$ cat config.mk
export PLATFORM = sky130hd
export DESIGN_NAME = gmf_port
export DESIGN_NICKNAME = d
export VERILOG_FILES = /design/src/design/gmf_pkg.sv /design/src/design/gmf_in_line.sv /design/src/design/gmf_port.sv
export SDC_FILE = /design/constraint.sdc
export NUM_CORES = 1
export LEC_CHECK = 0
export ABC_AREA = 1
export ABC_CLOCK_PERIOD_IN_PS = 1800
export BUFFER_PORTS_ARGS = -buffer_cell sky130_fd_sc_hd__clkbuf_2
export CORE_AREA = 2 2 216 218
export DETAILED_ROUTE_END_ITERATION = 12
export DIE_AREA = 0 0 218 220
export PLACE_DENSITY = 0.66
export SYNTH_ARGS = -nofsm -noshare
export SYNTH_HDL_FRONTEND = slang
export SYNTH_SLANG_ARGS = --single-unit
$ cat constraint.sdc
create_clock -name clk_in -period 1.8 [get_ports clk_in]
set_input_delay 0 -clock clk_in [delete_from_list [all_inputs] [get_ports clk_in]]
set_output_delay 0 -clock clk_in [all_outputs]
set_load 0.02 [all_outputs]
$ cat src/design/gmf_pkg.sv
// Package for the 32-line port controller: register offsets,
// reset values and the map of lines that exist on this port.
// Assumes a 32-bit register port with byte offsets.
package gmf_pkg;

  localparam int unsigned NUM_LINES = 32;
  localparam int unsigned ADDR_W    = 8;

  // Lines that exist; absent lines ignore writes and read zero
  localparam logic [31:0] LINE_MASK = 32'hFFFFFFFF;

  // Register offsets
  localparam logic [7:0] OFS_DEGLITCH_SET   = 8'h20;
  localparam logic [7:0] OFS_DEGLITCH_CLEAR = 8'h24;
  localparam logic [7:0] OFS_DEGLITCH_STATE = 8'h28;
  localparam logic [7:0] OFS_DRIVE_HIGH     = 8'h30;
  localparam logic [7:0] OFS_DRIVE_LOW      = 8'h34;
  localparam logic [7:0] OFS_OUT_DATA       = 8'h38;
  localparam logic [7:0] OFS_PIN_LEVEL      = 8'h3C;
  localparam logic [7:0] OFS_IRQ_SET        = 8'h40;
  localparam logic [7:0] OFS_IRQ_CLEAR      = 8'h44;
  localparam logic [7:0] OFS_IRQ_MASK       = 8'h48;
  localparam logic [7:0] OFS_IRQ_FLAGS      = 8'h4C;
  localparam logic [7:0] OFS_OD_SET         = 8'h50;
  localparam logic [7:0] OFS_OD_CLEAR       = 8'h54;
  localparam logic [7:0] OFS_OD_STATE       = 8'h58;
  localparam logic [7:0] OFS_WMASK_SET      = 8'hA0;
  localparam logic [7:0] OFS_WMASK_CLEAR    = 8'hA4;
  localparam logic [7:0] OFS_WMASK_STATE    = 8'hA8;

  // Reset values
  localparam logic [31:0] RST_WMASK    = 32'h00000000;
  localparam logic [31:0] RST_OD       = 32'h00000000;
  localparam logic [31:0] RST_DEGLITCH = 32'h00000000;
  localparam logic [31:0] RST_IRQ_MASK = 32'h00000000;
  localparam logic [31:0] RST_FLAGS    = 32'h00000000;
  localparam logic [31:0] RST_OUT_DATA = 32'h00000000;
  localparam logic [31:0] RST_ZERO     = 32'h00000000;

endpackage : gmf_pkg

$ cat src/design/gmf_in_line.sv
// One input line: three-stage synchroniser, optional deglitch
// stage and a level that freezes while the controller clock is off.
// Assumes pin_in is asynchronous to clk_in.
`timescale 1ns/1ns
module gmf_in_line
  import gmf_pkg::*;
(
  // Clock and reset
  input  wire logic clk_in,
  input  wire logic rst_n_in,
  // Control
  input  wire logic clk_en_in,
  input  wire logic filter_en_in,
  // Pin and filtered level
  input  wire logic pin_in,
  output logic      level_out
);

  logic s1, s2, s3;
  logic stable;
  logic next_stable, next_level;

  always_comb begin
    next_stable = stable;
    next_level  = level_out;
    if (clk_en_in) begin
      if (s2 == s3) begin
        next_stable = s3;
      end
      if (!filter_en_in) begin
        next_level = next_stable;
      end else if (next_stable == stable) begin
        next_level = next_stable;
      end
    end
  end

  always_ff @(posedge clk_in) begin
    if (!rst_n_in) begin
      s1        <= 1'b0;
      s2        <= 1'b0;
      s3        <= 1'b0;
      stable    <= 1'b0;
      level_out <= 1'b0;
    end else begin
      s1        <= pin_in;
      s2        <= s1;
      s3        <= s2;
      stable    <= next_stable;
      level_out <= next_level;
    end
  end

endmodule // gmf_in_line

$ cat src/design/gmf_port.sv
// Top of the 32-line port controller: register port, masked output
// data, open-drain drive, pin level readback, deglitch and change flags.
// Assumes register strobes are synchronous to clk_in and single-cycle.
`timescale 1ns/1ns

module gmf_port
  import gmf_pkg::*;
(
  // Clock and reset
  input  wire logic              clk_in,
  input  wire logic              rst_n_in,
  input  wire logic              clk_en_in,
  // Register port
  input  wire logic [ADDR_W-1:0] addr_in,
  input  wire logic [31:0]       wdata_in,
  input  wire logic              wr_in,
  input  wire logic              rd_in,
  output logic      [31:0]       rdata_out,
  // Neighbour control: owner, enable, peripheral drive
  input  wire logic [31:0]       ctrl_owns_in,
  input  wire logic [31:0]       ctrl_oe_in,
  input  wire logic [31:0]       periph_oe_in,
  input  wire logic [31:0]       periph_data_in,
  // Pins
  input  wire logic [31:0]       pin_in,
  output logic      [31:0]       pin_out,
  output logic      [31:0]       pin_oe_n_out,
  // Output data to neighbours and interrupt
  output logic      [31:0]       output_data_state_out,
  output logic                   irq_out
);

  logic [31:0] output_data_state;
  logic [31:0] write_mask_state;
  logic [31:0] open_drain_state;
  logic [31:0] deglitch_state;
  logic [31:0] change_irq_mask;
  logic [31:0] change_irq_flags;
  logic [31:0] pin_level_state;
  logic [31:0] level_prev;

  logic [31:0] next_output_data_state;
  logic [31:0] next_write_mask_state;
  logic [31:0] next_open_drain_state;
  logic [31:0] next_deglitch_state;
  logic [31:0] next_change_irq_mask;
  logic [31:0] next_change_irq_flags;
  logic [31:0] next_level_prev;
  logic [31:0] next_rdata;
  logic        next_irq;
  logic [31:0] next_pin_out;
  logic [31:0] next_pin_oe_n;

  logic [31:0] wdata_m;
  logic [31:0] change;
  logic [31:0] drv_val;
  logic [31:0] drv_en;
  logic        wr_hit_any;
  logic        rd_flags;

  assign wdata_m  = wdata_in & LINE_MASK;
  assign rd_flags = rd_in && (addr_in == OFS_IRQ_FLAGS);

  // filtered path; peripherals see raw pins elsewhere
  genvar gi;
  generate
    for (gi = 0; gi < NUM_LINES; gi++) begin : g_line
      gmf_in_line gmf_in_line_inst (
        .clk_in       (clk_in),
        .rst_n_in     (rst_n_in),
        .clk_en_in    (clk_en_in),
        .filter_en_in (deglitch_state[gi]),
        .pin_in       (pin_in[gi]),
        .level_out    (pin_level_state[gi])
      );
    end
  endgenerate

  always_comb begin
    change          = RST_ZERO;
    next_level_prev = level_prev;
    if (clk_en_in) begin
      change          = (pin_level_state ^ level_prev) & LINE_MASK;
      next_level_prev = pin_level_state;
    end
  end

  // Register state
  always_comb begin
    next_output_data_state = output_data_state;
    next_write_mask_state  = write_mask_state;
    next_open_drain_state  = open_drain_state;
    next_deglitch_state    = deglitch_state;
    next_change_irq_mask   = change_irq_mask;
    wr_hit_any             = 1'b0;
    if (wr_in) begin
      wr_hit_any = 1'b1;
      case (addr_in)
        OFS_DRIVE_HIGH: begin
          next_output_data_state = output_data_state | wdata_m;
        end
        OFS_DRIVE_LOW: begin
          next_output_data_state = output_data_state & ~wdata_m;
        end
        OFS_OUT_DATA: begin
          next_output_data_state = (output_data_state & ~write_mask_state)
                                 | (wdata_m & write_mask_state);
        end
        OFS_WMASK_SET: begin
          next_write_mask_state = write_mask_state | wdata_m;
        end
        OFS_WMASK_CLEAR: begin
          next_write_mask_state = write_mask_state & ~wdata_m;
        end
        OFS_OD_SET: begin
          next_open_drain_state = open_drain_state | wdata_m;
        end
        OFS_OD_CLEAR: begin
          next_open_drain_state = open_drain_state & ~wdata_m;
        end
        OFS_DEGLITCH_SET: begin
          next_deglitch_state = deglitch_state | wdata_m;
        end
        OFS_DEGLITCH_CLEAR: begin
          next_deglitch_state = deglitch_state & ~wdata_m;
        end
        OFS_IRQ_SET: begin
          next_change_irq_mask = change_irq_mask | wdata_m;
        end
        OFS_IRQ_CLEAR: begin
          next_change_irq_mask = change_irq_mask & ~wdata_m;
        end
        default: begin
          wr_hit_any = 1'b0;
        end
      endcase
    end
  end

  // Flags and interrupt; a change in the read cycle survives the clear
  always_comb begin
    next_change_irq_flags = (rd_flags ? RST_FLAGS : change_irq_flags) | change;
    next_irq = |(next_change_irq_flags & next_change_irq_mask);
  end

  // Read mux; write-only and unmapped offsets read zero
  always_comb begin
    next_rdata = RST_ZERO;
    if (rd_in) begin
      case (addr_in)
        OFS_OUT_DATA:       next_rdata = output_data_state;
        OFS_PIN_LEVEL:      next_rdata = pin_level_state & LINE_MASK;
        OFS_WMASK_STATE:    next_rdata = write_mask_state;
        OFS_OD_STATE:       next_rdata = open_drain_state;
        OFS_DEGLITCH_STATE: next_rdata = deglitch_state;
        OFS_IRQ_MASK:       next_rdata = change_irq_mask;
        OFS_IRQ_FLAGS:      next_rdata = change_irq_flags;
        default:            next_rdata = RST_ZERO;
      endcase
    end
  end

  // Pin drive from the owner; open-drain lines release instead of high
  always_comb begin
    drv_val = (ctrl_owns_in & output_data_state)
            | (~ctrl_owns_in & periph_data_in);
    drv_en  = ((ctrl_owns_in & ctrl_oe_in) | (~ctrl_owns_in & periph_oe_in))
            & LINE_MASK;
    next_pin_oe_n = ~(drv_en & ~(open_drain_state & drv_val));
    next_pin_out  = drv_val & ~open_drain_state;
  end

  always_ff @(posedge clk_in) begin
    if (!rst_n_in) begin
      output_data_state     <= RST_OUT_DATA;
      write_mask_state      <= RST_WMASK;
      open_drain_state      <= RST_OD;
      deglitch_state        <= RST_DEGLITCH;
      change_irq_mask       <= RST_IRQ_MASK;
      change_irq_flags      <= RST_FLAGS;
      level_prev            <= RST_ZERO;
      rdata_out             <= RST_ZERO;
      irq_out               <= 1'b0;
      pin_out               <= RST_ZERO;
      pin_oe_n_out          <= ~RST_ZERO;
      output_data_state_out <= RST_OUT_DATA;
    end else begin
      output_data_state     <= next_output_data_state;
      write_mask_state      <= next_write_mask_state;
      open_drain_state      <= next_open_drain_state;
      deglitch_state        <= next_deglitch_state;
      change_irq_mask       <= next_change_irq_mask;
      change_irq_flags      <= next_change_irq_flags;
      level_prev            <= next_level_prev;
      rdata_out             <= next_rdata;
      irq_out               <= next_irq;
      pin_out               <= next_pin_out;
      pin_oe_n_out          <= next_pin_oe_n;
      output_data_state_out <= next_output_data_state;
    end
  end
endmodule // gmf_port

### Yosys cells after proc, flatten, opt, wreduce, memory -nomap -nowiden

Index checks and enable logic that the tools add are counted.

| word-level totals | value |
|---|---|
| flip-flop bits (word level) | 481 |
| input bits | 205 |
| logic and storage cells | 495 |

| operators by class | value |
|---|---|
| equal/unequal tests | 113 |
| mux-type cells | 137 |
| bitwise operators | 31 |
| reduce and logical (&&, ||, !) cells | 43 |

Operators with widths:

| kind | number |
|---|---|
| $and 32x32->32 | 15 |
| $or 32x32->32 | 9 |
| $pmux 32 s2 | 4 |
| $pmux 32 s7 | 1 |
| $not 32->32 | 6 |
| $mux 1 | 128 |
| $mux 32 | 3 |
| $pmux 32 s3 | 1 |
| $reduce_and 2->1 | 37 |
| $eq 1x1->1 | 64 |
| $ne 2x1->1 const B | 32 |
| $eq 8x6->1 const B | 7 |
| $eq 8x7->1 const B | 7 |
| $reduce_or 32->1 | 1 |
| $xor 32x32->32 | 1 |
| $eq 8x8->1 const B | 3 |
| $reduce_bool 2->1 | 3 |
| $reduce_bool 3->1 | 1 |
| $logic_and 1x1->1 | 1 |

### Logic depth before layout (Yosys ltp)

Gate-level depths: netlist (run 1).

| depth | value |
|---|---|
| depth after elaboration | 7 |
| depth in mapped cells | 14 |

### Hierarchy

A second synthesis (run 1) with hierarchy kept.

| unflattened totals | value |
|---|---|
| cell total of the unflattened synthesis | 2788 |
| area total of the unflattened synthesis | 20149.3 sq um |

By module, submodules not included:

| module | instances | cells each | area an instance (sq um) | seq. area each (sq um) |
|---|---|---|---|---|
| gmf_port | 1 | 2052 | 14503.9 | 6426.2 |
| gmf_in_line | 32 | 23 | 176.4 | 100.1 |

### Least setup slack after synthesis (run 1)

No wires, ideal clock.

| path | value |
|---|---|
| kind | input -> register |
| start | in addr_in[0] |
| end | reg irq_out |
| library setup time | 0.132 ns |
| arrival | 1.259 ns |
| data required time | 1.668 ns |
| path slack | 0.409 ns |
| cell stages on the path | 14 |
| path through | inv_1 > nand2_1 > nor2_1 > buf_2 > buf_2 > nand3_1 > nand2_1 > nand2_1 > nand2_1 > nand2_1 > nor2_1 > nand2_1 > nor2_1 > a21oi_1 |

| between the ends | value |
|---|---|
| cells in the longest elaborated chain, start to end | 6 |

RTL lines:

| element | line | RTL |
|---|---|---|
| from (decl) | gmf_port.sv:14 | `input wire logic [ADDR_W-1:0] addr_in,` |
| $eq 8x7->1 | gmf_port.sv:62 | `assign rd_flags = rd_in && (addr_in == OFS_IRQ_FLAGS);` |
| $logic_and 1x1->1 | gmf_port.sv:62 |  |
| $mux 32 | gmf_port.sv:142 | `next_change_irq_flags = (rd_flags ? RST_FLAGS : change_irq_flags) \| change;` |
| $or 32x32->32 | gmf_port.sv:142 |  |
| $and 32x32->32 * | gmf_port.sv:143 | `next_irq = \|(next_change_irq_flags & next_change_irq_mask);` |
| $reduce_or 32->1 * | gmf_port.sv:143 |  |
| to (signal assigned) | gmf_port.sv:196 | `irq_out <= next_irq;` |
| to (decl) | gmf_port.sv:30 | `output logic irq_out` |

Every way passes the cells marked *; elsewhere a longest branch is shown, timed or not.
A chain may end at the register's enable or synchronous reset.

### Worst setup path after layout (run 1)

| path | value |
|---|---|
| start | in addr_in[3] |
| end | reg output_data_state[28] |

| between the ends | value |
|---|---|
| cells in the longest elaborated chain, start to end | 3 |

RTL lines:

| element | line | RTL |
|---|---|---|
| $eq 8x6->1 | gmf_port.sv:98 | `case (addr_in)` |
| $reduce_bool 3->1 (no source line) | n/a |  |
| $reduce_and 2->1 (no source line) | n/a |  |
| to (signal assigned) | gmf_port.sv:188 | `output_data_state <= next_output_data_state;` |
| to (decl) | gmf_port.sv:33 | `logic [31:0] output_data_state;` |

Parallel ways exist; a longest one is shown, timed or not.

==> results of run 1 <==
## path summary, 6_finish.rpt
path	end	slack (ps)	from	cells past startpoint
worst min register to register	g_line[0].gmf_in_line_inst.s2$_SDFF_PN0_	410	g_line[0].gmf_in_line_inst.s1$_SDFF_PN0_	2
worst max-delay path	output_data_state[28]$_SDFFE_PN0P_	50	addr_in[3]	13
worst max register to register	pin_oe_n_out[0]$_SDFF_PN1_	170	output_data_state[0]$_SDFFE_PN0P_	3
worst min-delay path	pin_out[16]$_SDFF_PN0_	30	ctrl_owns_in[16]	3
## metrics by stage
step	hold slack, ps	setup TNS [ps]	std cells	instance area, um^2
floorplan	97.6	0	2799	20400
detailed placement	185	-6230	3685	23200
finish	29.4	0	4004	27300
global placement	181	-3650	3685	23200
global route	37.5	-14.3	4002	27300
CTS	5.93	0	3996	27100
## layout by cell type (no fill, tap or decap), drive strengths merged, types with 44 or more instances in the layout
| cell type | instances |
|---|---|
| nand2 | 516 |
| o21ai | 324 |
| nor2 | 306 |
| clkbuf | 404 |
| a21oi | 277 |
| nor3 | 54 |
| dlygate4sd3 | 215 |
| o211ai | 44 |
| dfxtp | 481 |
| nand3 | 128 |
| inv | 334 |
| buf | 108 |
## cell type report
cell class                      count  area [um^2]  area share [%]
Antenna cell                        2         5.00          0.0183
Clock buffer                       72         1520            5.56
Clock inverter                     23          218           0.797
Inverter                          334         1260            4.61
Multi-Input combinational cell   1829         8930            32.7
Sequential cell                   481         9630            35.2
Tap cell                          607          759            2.78
Timing Repair Buffer              656         5000            18.3
## Yosys cell counts (4+ instances only)
cell       instances  area share [%]
nand2_1          515             9.5
dfxtp_1          481              47
inv_1            329             6.1
nor2_1           305             5.6
o21ai_0          291             7.1
a21oi_1          276             6.8
nand3_1          128             3.1
clkbuf_1         107             2.0
nor3_1            49             1.2
o211ai_1          44             1.6
buf_2             42             1.0
nand4_1           38             1.2
a211oi_1          37             1.4
o21ai_1           33            0.81
mux2_2            32             1.8
a221oi_1          17            0.73
o22ai_1           17            0.52
mux2i_1           12            0.59
nand3b_1           6            0.22
o2111ai_1          6            0.26
buf_1              4           0.074
inv_2              4           0.074
nor3_2             4            0.20
o221ai_1           4            0.17
## logic make-up after synthesis
group,share of synthesized area [%]
AO/OA/AOI/OAI,19.8
buffers and inverters,9.30
flip-flops,47.3
multiplexers,2.36
AND/OR/NAND/NOR,21.3
## repair_timing
item / 4_1_cts / 5_1_grt
setup endpoints to repair: 0 / 29
buffers inserted: 0 / 6
hold buffers: 216 / 0
gates resized for setup: 0 / 29
endpoints found under the hold margin: 307 / 0
## worst register-to-register path: cells and delay by family, from the launching register on
kind | cells | cell delay (ps)
multiplexers | 1 | 130
buffers and inverters | 1 | 600
AO/OA/AOI/OAI | 1 | 180
flip-flops | 1 | 620
## power groups by stage
stage	clock [mW]	combinational [mW]	sequential [mW]
2_1_floorplan	0	0.948	11.5
3_3_place_gp	0	1.81	11.4
3_5_place_dp	0	1.84	11.4
4_1_cts	11.0	2.26	11.2
5_1_grt	11.5	2.54	11.2
6_report	10.8	2.33	11.2
## routing by layer
| metal | GRT usage (%) | vias to the layer above | part of all wire (%) |
|---|---|---|---|
| met5 | 0 | - | 0 |
| met2 | 44.4 | 989 | 43 |
| li1 | - | 10400 | - |
| met1 | 42.0 | 9828 | 45 |
| met4 | 8.50 | 0 | 2.3 |
| met3 | 4.39 | 126 | 9.3 |
==> results by group, run 1 <==
Flow run
  • Max_cap viols: 0

Synthesis
  • Ys flop type: dfxtp_1
  • FFs w/ async S/R, synth: 0%
  • Post-synth EDFFs: 0
  • Ys Warns: 0
  • Avg Inst Size Synth: 7.28 um^2
  • Post-synthesis register bit count: 481
  • Post-Syn Area: 20400 um^2
  • Synthesized net count: 3004
  • Syn Inst Count: 2799
  • Synth unique cells: 35
  • Sequential area share after synthesis: 47.3%

Setup path
  • Crit Path Max Fanout: 33
  • Largest stage delay, worst path: 540 ps
  • Cell chain of the critical path: dlygate4sd3_1 -> clkbuf_2 -> inv_2 -> nand2_1 -> nor2_4 -> buf_6 -> nand2_2 -> buf_12 -> nand2_1 -> nand2_1 -> buf_12 -> o21ai_1 -> a21oi_1
  • Worst path top cell family by delay: buffers and inverters
  • Slowest cell on the critical path: dlygate4sd3_1
  • Worst Path Required: 2280 ps
  • WS Path Type: in2reg
  • CP startpoint kind: input pin
  • Setup crit end kind: flip-flop
  • Crit path top cell by count: nand2_1
  • Worst Path Arrival: 2230 ps
  • Buf+Inv Stages, Crit Path: 6

Power
  • P_int: 18.4 mW
  • Leakage power: 12.4 nW
  • PD cells: 890 nW/um^2
  • Gate power share: 9.6%
  • Flop pwr share: 45.9%
  • VDD IR-drop max: 0.000603 V
  • Clock power share: 44.5%
  • P_sw: 5.87 mW
  • Tot Pwr: 24.3 mW
  • Sw Share: 24.2%

STA
  • Max Slew Vio Count: 0
  • Fin crit share: 97.4%
  • Slew Limit Headroom: 33.6%
  • Fmax: 571 MHz
  • Setup repair after global routing missed its margin: true
  • Post-route setup slack: 47.3 ps
  • Minimum clock period: 1750 ps
  • Final Hold Vio Count: 0
  • Final setup fails: 0
  • Worst-margin pin slew: 997 ps
  • Setup Skew: 26.6 ps

CTS
  • CTS Buf Count: 51
  • CTS tree: done
  • Root Driver: clkbuf_16
  • CTS Buffer Depth: 3
  • H-Tree Depth: 2
  • Reg clk slew, reported paths: 60 ps
  • Worst-Skew Late Latency: 600 ps
  • Sink Count: 481

Drt
  • Antenna Nets Post-Route: 0
  • DRT iter0 DRCs: 2095
  • Via density: 5.32
  • DR DRC count: 0
  • Vias: 21300
  • Final WL: 71.6 mm
  • First-pass DRT Iterations: 8
  • Avg WL per Cell: 17.9 um

Floorplan
  • FP Rows: 79
  • Core area: 45900 um^2
  • Die Ht: 220 um
  • Number of top-level pins: 334
  • Die width: 218 um
  • Initial Util: 44.4%
  • Die area: 48000 um^2

Global routing
  • Initial antenna violation count: 3
  • Vias in the first global route: 19700
  • Global route overflow: 0
  • First-pass GRT wire length: 109 mm
  • Largest net degree at the start of global routing: 113
  • Tot GR Track Use: 29.0%

Place
  • Final HPWL DP: 48.2 mm
  • GPL Wtd Cong: 0.909
  • Worst slack at placement: -245 ps
  • Port Buf Inserts: 333

Hold path
  • Hold WC Path Type: in2reg

Layout
  • Final nets: 3558
  • Area growth, synth to finish: 34.1%
  • Share of cells above drive strength 1: 17.2%
  • Filler cell count: 4127
  • Util after Layout: 59.6%

Run status
  • Run status: completed
No activity file was read; power rests on OpenSTA's default activity.
==> inputs of run 2 (changes only) <==
Settings changed: CORE_AREA 2 2 216 218 to 2 2 241 196, DIE_AREA 0 0 218 220 to 0 0 243 198, GPL_TIMING_DRIVEN set to 0.
==> run 2 against run 1 <==
The flow now finishes with violations (negative setup slack). Critical path depth fell by 4. Flip-flop and latch count did not move. First-iteration DRC count rose by 22%. Fmax fell by 12%. Critical path type unchanged. Clock skew fell by 5.3 ps. Register-to-register slack got worse by 30 ps. Worst hold slack improved by 81 ps. Clock power rose by 9%. Global-route usage rose by 7.9 points. Sequential power barely moved. Critical endpoint is now rdata_out[0]$_SDFF_PN0_.
==> results by group, run 2 (synthesis gave the netlist of run 1 again) <==
Run status
  • Run status: finished with violations
  • Failing checks: negative setup slack

Global routing
  • Vias in the first global route: 21500 (+9.3%)
  • First-pass GRT wire length: 132 mm (+21%)
  • Largest net degree at the start of global routing: 19 (-83%)
  • Tot GR Track Use: 36.9% (+7.9 points)
  • Global route overflow: 0 (unchanged)
  • Initial antenna violation count: 5 (+2)

Place
  • GPL Wtd Cong: 1.00 (+10%)
  • Worst slack at placement: -1110 ps (-870 ps)
  • Port Buf Inserts: 331 (-0.60%)
  • Post-Place Cell Area: 22800 um^2 (-1.9%)
  • Post-Place Cells: 3750 (+1.8%)
  • Final HPWL DP: 66.5 mm (+38%)

CTS
  • Reg clk slew, reported paths: 70 ps (about the same)
  • Worst-Skew Late Latency: 600 ps (about the same)
  • H-Tree Depth: 2 (unchanged)
  • CTS Buf Count: 50 (-2.0%)
  • CTS tree: done
  • Sink Count: 481 (unchanged)
  • CTS Buffer Depth: 3 (unchanged)
  • Root Driver: clkbuf_16

Setup path
  • Crit Path Max Fanout: 10 (-70%)
  • CP startpoint kind: input pin
  • WS Path Type: in2reg
  • Worst Path Required: 2260 ps (-20 ps)
  • Setup crit end kind: flip-flop
  • Worst Path Arrival: 2450 ps (+220 ps)

Layout
  • Commonest non-fill, non-tap cell in the layout: nand2_1
  • Cell area after layout: 26800 um^2 (-2.0%)
  • Diode count: 0 (-2)
  • Non-Filler Instances: 4050 (+1.1%)
  • Share of cells above drive strength 1: 15.6% (-1.6 points)
  • Area growth, synth to finish: 31.5%
  • Commonest cells after routing, fill and taps aside: nand2_1, dfxtp_1, clkbuf_2, inv_1, nor2_1
  • Final nets: 3594 (+1.0%)
  • Filler cell count: 4251 (+3.0%)

STA
  • Max Slew Vio Count: 0 (unchanged)
  • Final Hold Vio Count: 0 (unchanged)
  • Final setup TNS: -448 ps (-448 ps)
  • Setup repair after global routing missed its margin: true
  • Fmax: 502 MHz (-12%)
  • Setup Skew: 21.4 ps (-5.26 ps)
  • Slew Limit Headroom: 22.8% (-11 points)
  • Minimum clock period: 1990 ps (+240 ps)
  • Final setup fails: 5 (+5)
  • Fin crit share: 111% (+13 points)
  • Worst-margin pin slew: 1160 ps (+161 ps)
  • Post-route setup slack: -193 ps (-240 ps)

Drt
  • First-pass DRT Iterations: 6 (-2)
  • Vias: 22500 (+5.4%)
  • DRT iter0 DRCs: 2549 (+22%)
  • Via density: 5.55 (+4.2%)
  • Antenna Nets Post-Route: 0 (unchanged)
  • DR DRC count: 0 (unchanged)
  • Final WL: 91.2 mm (+27%)
  • Avg WL per Cell: 22.5 um (+26%)

Power
  • PD cells: 946 nW/um^2 (+6.3%)
  • Leakage power: 12.1 nW (-2.3%)
  • VDD IR-drop max: 0.000650 V (+7.8%)

Floorplan
  • Die area: 48100 um^2 (+0.32%)
  • Die Ht: 198 um (-10%)
  • FP Rows: 71 (-10%)
  • Core area: 46000 um^2 (+0.33%)
  • Die width: 243 um (+11%)
  • Number of top-level pins: 334 (unchanged)
  • Initial Util: 44.3% (-0.15 points)

Flow run
  • Max_cap viols: 0 (unchanged)

Hold path
  • Hold WC Path Type: in2reg
## run 2: cell count changes in the layout (fill, tap and decap cells not counted), moves of 8 or more
cell,change
clkinv_2,-8
clkbuf_1,+91
dlygate4sd3_1,-14
buf_2,+41
buf_4,-67
clkbuf_2,+14
buf_12,-22
## run 2: stage by stage
stage | power (mW) | hold slack [ps] | util, %
after floorplan | 12.4 | 97.6 | -
after global placement | 13.3 | 183 | 49.6
after detailed placement | 13.3 | 185 | 49.6
after CTS | 25.3 | 58.3 | 58.1
after global routing | 26.1 | 114 | 58.2
final | 25.3 | 110 | 58.2
## run 2: what timing repair did
action	in CTS	in global routing
setup endpoints to repair	82	89
resized for setup	13	28
setup buffers	3	4
endpoints found under the hold margin	262	0
pin swaps	2	2
hold buffers	201	0
## run 2: path summary, 6_finish.rpt
| path | from | endpoint | slack, ps | cells past startpoint |
|---|---|---|---|---|
| max reg2reg | output_data_state[31]$_SDFFE_PN0P_ | pin_oe_n_out[31]$_SDFF_PN1_ | 140 | 3 |
| max | addr_in[5] | rdata_out[0]$_SDFF_PN0_ | -190 | 9 |
| min reg2reg | g_line[8].gmf_in_line_inst.s1$_SDFF_PN0_ | g_line[8].gmf_in_line_inst.s2$_SDFF_PN0_ | 410 | 2 |
| min | addr_in[2] | change_irq_mask[30]$_SDFF_PN0_ | 110 | 5 |
## run 2: worst max-delay path, cell delays in order
cell and delay (ps):
clkbuf_2 150, inv_2 80, nor4_1 540, nand2_2 320, inv_1 140, buf_4 230
buf_2 430, a221oi_1 150, a21oi_1 390
## run 2: routing by layer
metal	track usage [%]	wire length (um)	up-vias	share of wire [%]
met3	7.20	7950	212	8.7
met5	0	53	-	0.058
li1	-	-	10500	-
met4	16.5	4190	6	4.6
met1	48.3	38600	10700	42
met2	59.3	40400	1123	44
## run 2: layout make-up
cell class | instances | area (um^2) | share of cell area, %
Buffer | 154 | 661 | 2.47
Clock buffer | 63 | 1390 | 5.20
Clock inverter | 30 | 454 | 1.70
Inverter | 334 | 1250 | 4.68
Multi-Input combinational cell | 1829 | 8880 | 33.2
Sequential cell | 481 | 9630 | 36.0
Tap cell | 620 | 776 | 2.90
Timing Repair Buffer | 539 | 3730 | 13.9
## run 2: where the power goes
group / switching, mW / total (mW) / internal (mW)
Sequential: 0.175 / 11.2 / 11.0
Combinational: 1.47 / 2.41 / 0.934
Clock: 4.69 / 11.8 / 7.08
Total: 6.34 / 25.3 / 19.0
==> inputs of run 3 (changes only) <==
Settings changed: GPL_TIMING_DRIVEN 0 to 1.
==> run 3 against run 2 <==
The run now ends clean. Clock skew grew 14 ps. Setup slack gained 230 ps. Die area is the same. Fmax grew 13%. Global-route usage shrank 7.6 points. Sequential power is essentially flat. Flip-flop and latch count is the same. Sequential share of layout area shrank 0.79 points. Critical path depth shrank 3. Wire length shrank 20%. Worst hold slack lost 37 ps. Utilization grew 1.3 points. Critical endpoint is now pin_oe_n_out[13]$_SDFF_PN1_. Highest routed layer unchanged.
==> results by group, run 3 (synthesis gave the netlist of run 1 again) <==
Layout
  • Util after Layout: 59.5% (+1.3 points)
  • Filler cell count: 4150 (-2.4%)
  • Commonest cells after routing, fill and taps aside: nand2_1, dfxtp_1, clkbuf_2, inv_1, nor2_1
  • Commonest non-fill, non-tap cell in the layout: nand2_1
  • Area growth, synth to finish: 34.4%
  • Share of cells above drive strength 1: 16.8% (+1.2 points)
  • Final nets: 3549 (-1.3%)
  • Non-Filler Instances: 4005 (-1.1%)

Setup path
  • Worst Path Required: 2340 ps (+80 ps)
  • Crit path top cell by count: dlygate4sd3_1
  • Crit Path Max Fanout: 3 (-7)
  • R2r endpoint: pin_oe_n_out[4]$_SDFF_PN1_
  • Reg2reg start: output_data_state[4]$_SDFFE_PN0P_
  • Worst Path Arrival: 2300 ps (-150 ps)
  • Critical path origin: ctrl_owns_in[13]
  • FF-to-FF setup slack: 250 ps (+110 ps)
  • Slowest cell on the critical path: dlygate4sd3_1
  • CP startpoint kind: input pin
  • Largest stage delay, worst path: 600 ps (+60 ps)
  • WS Path Type: in2reg
  • Register-to-Register Path Depth: 3 (unchanged)
  • Setup crit end kind: flip-flop
  • Cell chain of the critical path: dlygate4sd3_1 -> clkbuf_2 -> mux2_2 -> dlygate4sd3_1 -> o211ai_1 -> dlygate4sd3_1

Drt
  • Via density: 5.43 (-2.1%)
  • Met1 wire length: 29.3 mm (-24%)
  • Met3 Routed Length: 6.43 mm (-19%)
  • DRT iter0 DRCs: 1952 (-23%)
  • First-pass DRT Iterations: 5 (-1)
  • Final WL: 73.0 mm (-20%)
  • Routed wl met2: 34.2 mm (-15%)
  • Avg WL per Cell: 18.2 um (-19%)
  • DR DRC count: 0 (unchanged)
  • Highest metal used: met5
  • Antenna Nets Post-Route: 0 (unchanged)
  • Vias: 21700 (-3.2%)

Global routing
  • Largest net degree at the start of global routing: 113 (+94)
  • First-pass GRT wire length: 112 mm (-15%)
  • Tot GR Track Use: 29.3% (-7.6 points)
  • Initial antenna violation count: 3 (-2)
  • Vias in the first global route: 21300 (-0.76%)
  • Global route overflow: 0 (unchanged)

Flow run
  • Max_cap viols: 0 (unchanged)

Power
  • Gate power share: 9.5% (about the same)
  • P_sw: 5.90 mW (-6.9%)
  • PD cells: 897 nW/um^2 (-5.2%)
  • Clock power share: 45.0% (-1.4 points)
  • Sw Share: 24.0% (-0.98 points)
  • VDD IR-drop max: 0.000705 V (+8.3%)
  • Leakage power: 12.4 nW (+2.1%)
  • Flop pwr share: 45.5% (+1.4 points)
  • P_int: 18.7 mW (-1.9%)

STA
  • Fmax: 568 MHz (+13%)
  • Final Hold Vio Count: 0 (unchanged)
  • Setup repair after global routing missed its margin: false
  • Setup Skew: 35.1 ps (+13.7 ps)
  • Max Slew Vio Count: 0 (unchanged)
  • Final setup TNS: 0 ps (+448 ps)
  • Fin crit share: 97.8% (-13 points)
  • Slew Limit Headroom: 55.5% (+33 points)
  • Worst-margin pin slew: 668 ps (-490 ps)
  • Minimum clock period: 1760 ps (-233 ps)
  • Final setup fails: 0 (-5)

Hold path
  • Hold Path Cell Cnt: 5 (unchanged)
  • HP Start: addr_in[2]
  • Hold WC Path Type: in2reg

Floorplan
  • Die width: 243 um (unchanged)
  • Core area: 46000 um^2 (unchanged)
  • Number of top-level pins: 334 (unchanged)
  • FP Rows: 71 (unchanged)
  • Die area: 48100 um^2 (unchanged)
  • Die Ht: 198 um (unchanged)
  • Initial Util: 44.3% (unchanged)

Place
  • GPL Wtd Cong: 0.944 (-5.7%)
  • Port Buf Inserts: 333 (+0.60%)
  • Post-Place Cells: 3685 (-1.7%)
  • Final HPWL DP: 47.9 mm (-28%)

CTS
  • CTS Buf Count: 49 (-2.0%)
  • Root Driver: clkbuf_16
  • Worst-Skew Late Latency: 600 ps (about the same)
  • CTS Buffer Depth: 3 (unchanged)
  • H-Tree Depth: 2 (unchanged)
  • Sink Count: 481 (unchanged)
  • Reg clk slew, reported paths: 60 ps (about the same)
  • CTS tree: done

Run status
  • Run status: completed
-- run 3: changes by cell type in the layout (fill, tap and decap cells not counted), sizes merged --
cell	delta
buf	+37
bufinv	-4
dlygate4sd3	+22
inv	-1
clkinvlp	-2
clkbuf	-97
clkinv	-1
diode	+1
-- run 3: how the worst max path moves through the flow --
stage,end,slack [ps],cells past startpoint
final,pin_oe_n_out[13]$_SDFF_PN1_,40,6
after floorplan,irq_out$_SDFF_PN0_,410,14
after detailed placement,irq_out$_SDFF_PN0_,-80,15
after global placement,irq_out$_SDFF_PN0_,-40,15
after global routing,pin_oe_n_out[13]$_SDFF_PN1_,5,6
after CTS,output_data_state[31]$_SDFFE_PN0P_,40,11
-- run 3: worst max-delay path, delay by kind of cell --
kind                   cells  cell delay (ps)
AOI/OAI and AO/OA          1              100
muxes                      1              320
buffers and inverters      4             1860
-- run 3: stage by stage --
step / power (mW) / setup slack (ps) / hold WS, ps / instance area, um^2
after floorplan: 12.4 / 409 / 97.6 / 20400
after global placement: 13.2 / -40.3 / 187 / 23300
after detailed placement: 13.2 / -75.9 / 189 / 23300
after CTS: 24.6 / 38.1 / 28.2 / 27200
after global routing: 25.4 / 5.28 / 94.5 / 27400
final: 24.6 / 40.0 / 73.5 / 27400
-- run 3: power groups by stage --
stage	Combinational (mW)	Clock, mW	Sequential, mW
detailed placement	1.83	0	11.4
global placement	1.79	0	11.4
finish	2.33	11.1	11.2
CTS	2.26	11.2	11.2
floorplan	0.948	0	11.5
global route	2.54	11.6	11.2
-- run 3: per-layer routing --
layer / track usage, % / up-vias
li1: - / 10300
met1: 36.4 / 10200
met2: 50.1 / 1027
met3: 5.10 / 202
met4: 13.3 / 4
met5: 0 / -
-- run 3: timing repair --
action                                  4_1_cts  5_1_grt
endpoints found under the setup margin        0       35
hold buffers                                223        0
endpoints found under the hold margin       323        0
gates resized for setup                       0       19
setup buffers                                 0        2
-- run 3: layout make-up --
cell class	count	area (um^2)	share of cell area, %
clock inverter	22	294	1.07
clock buffer	69	1450	5.31
sequential	481	9630	35.2
inverter	334	1260	4.60
tap	620	776	2.83
timing repair buffer	649	5030	18.4
antenna	1	2.50	0.00914
multi-input combinational	1829	8940	32.7
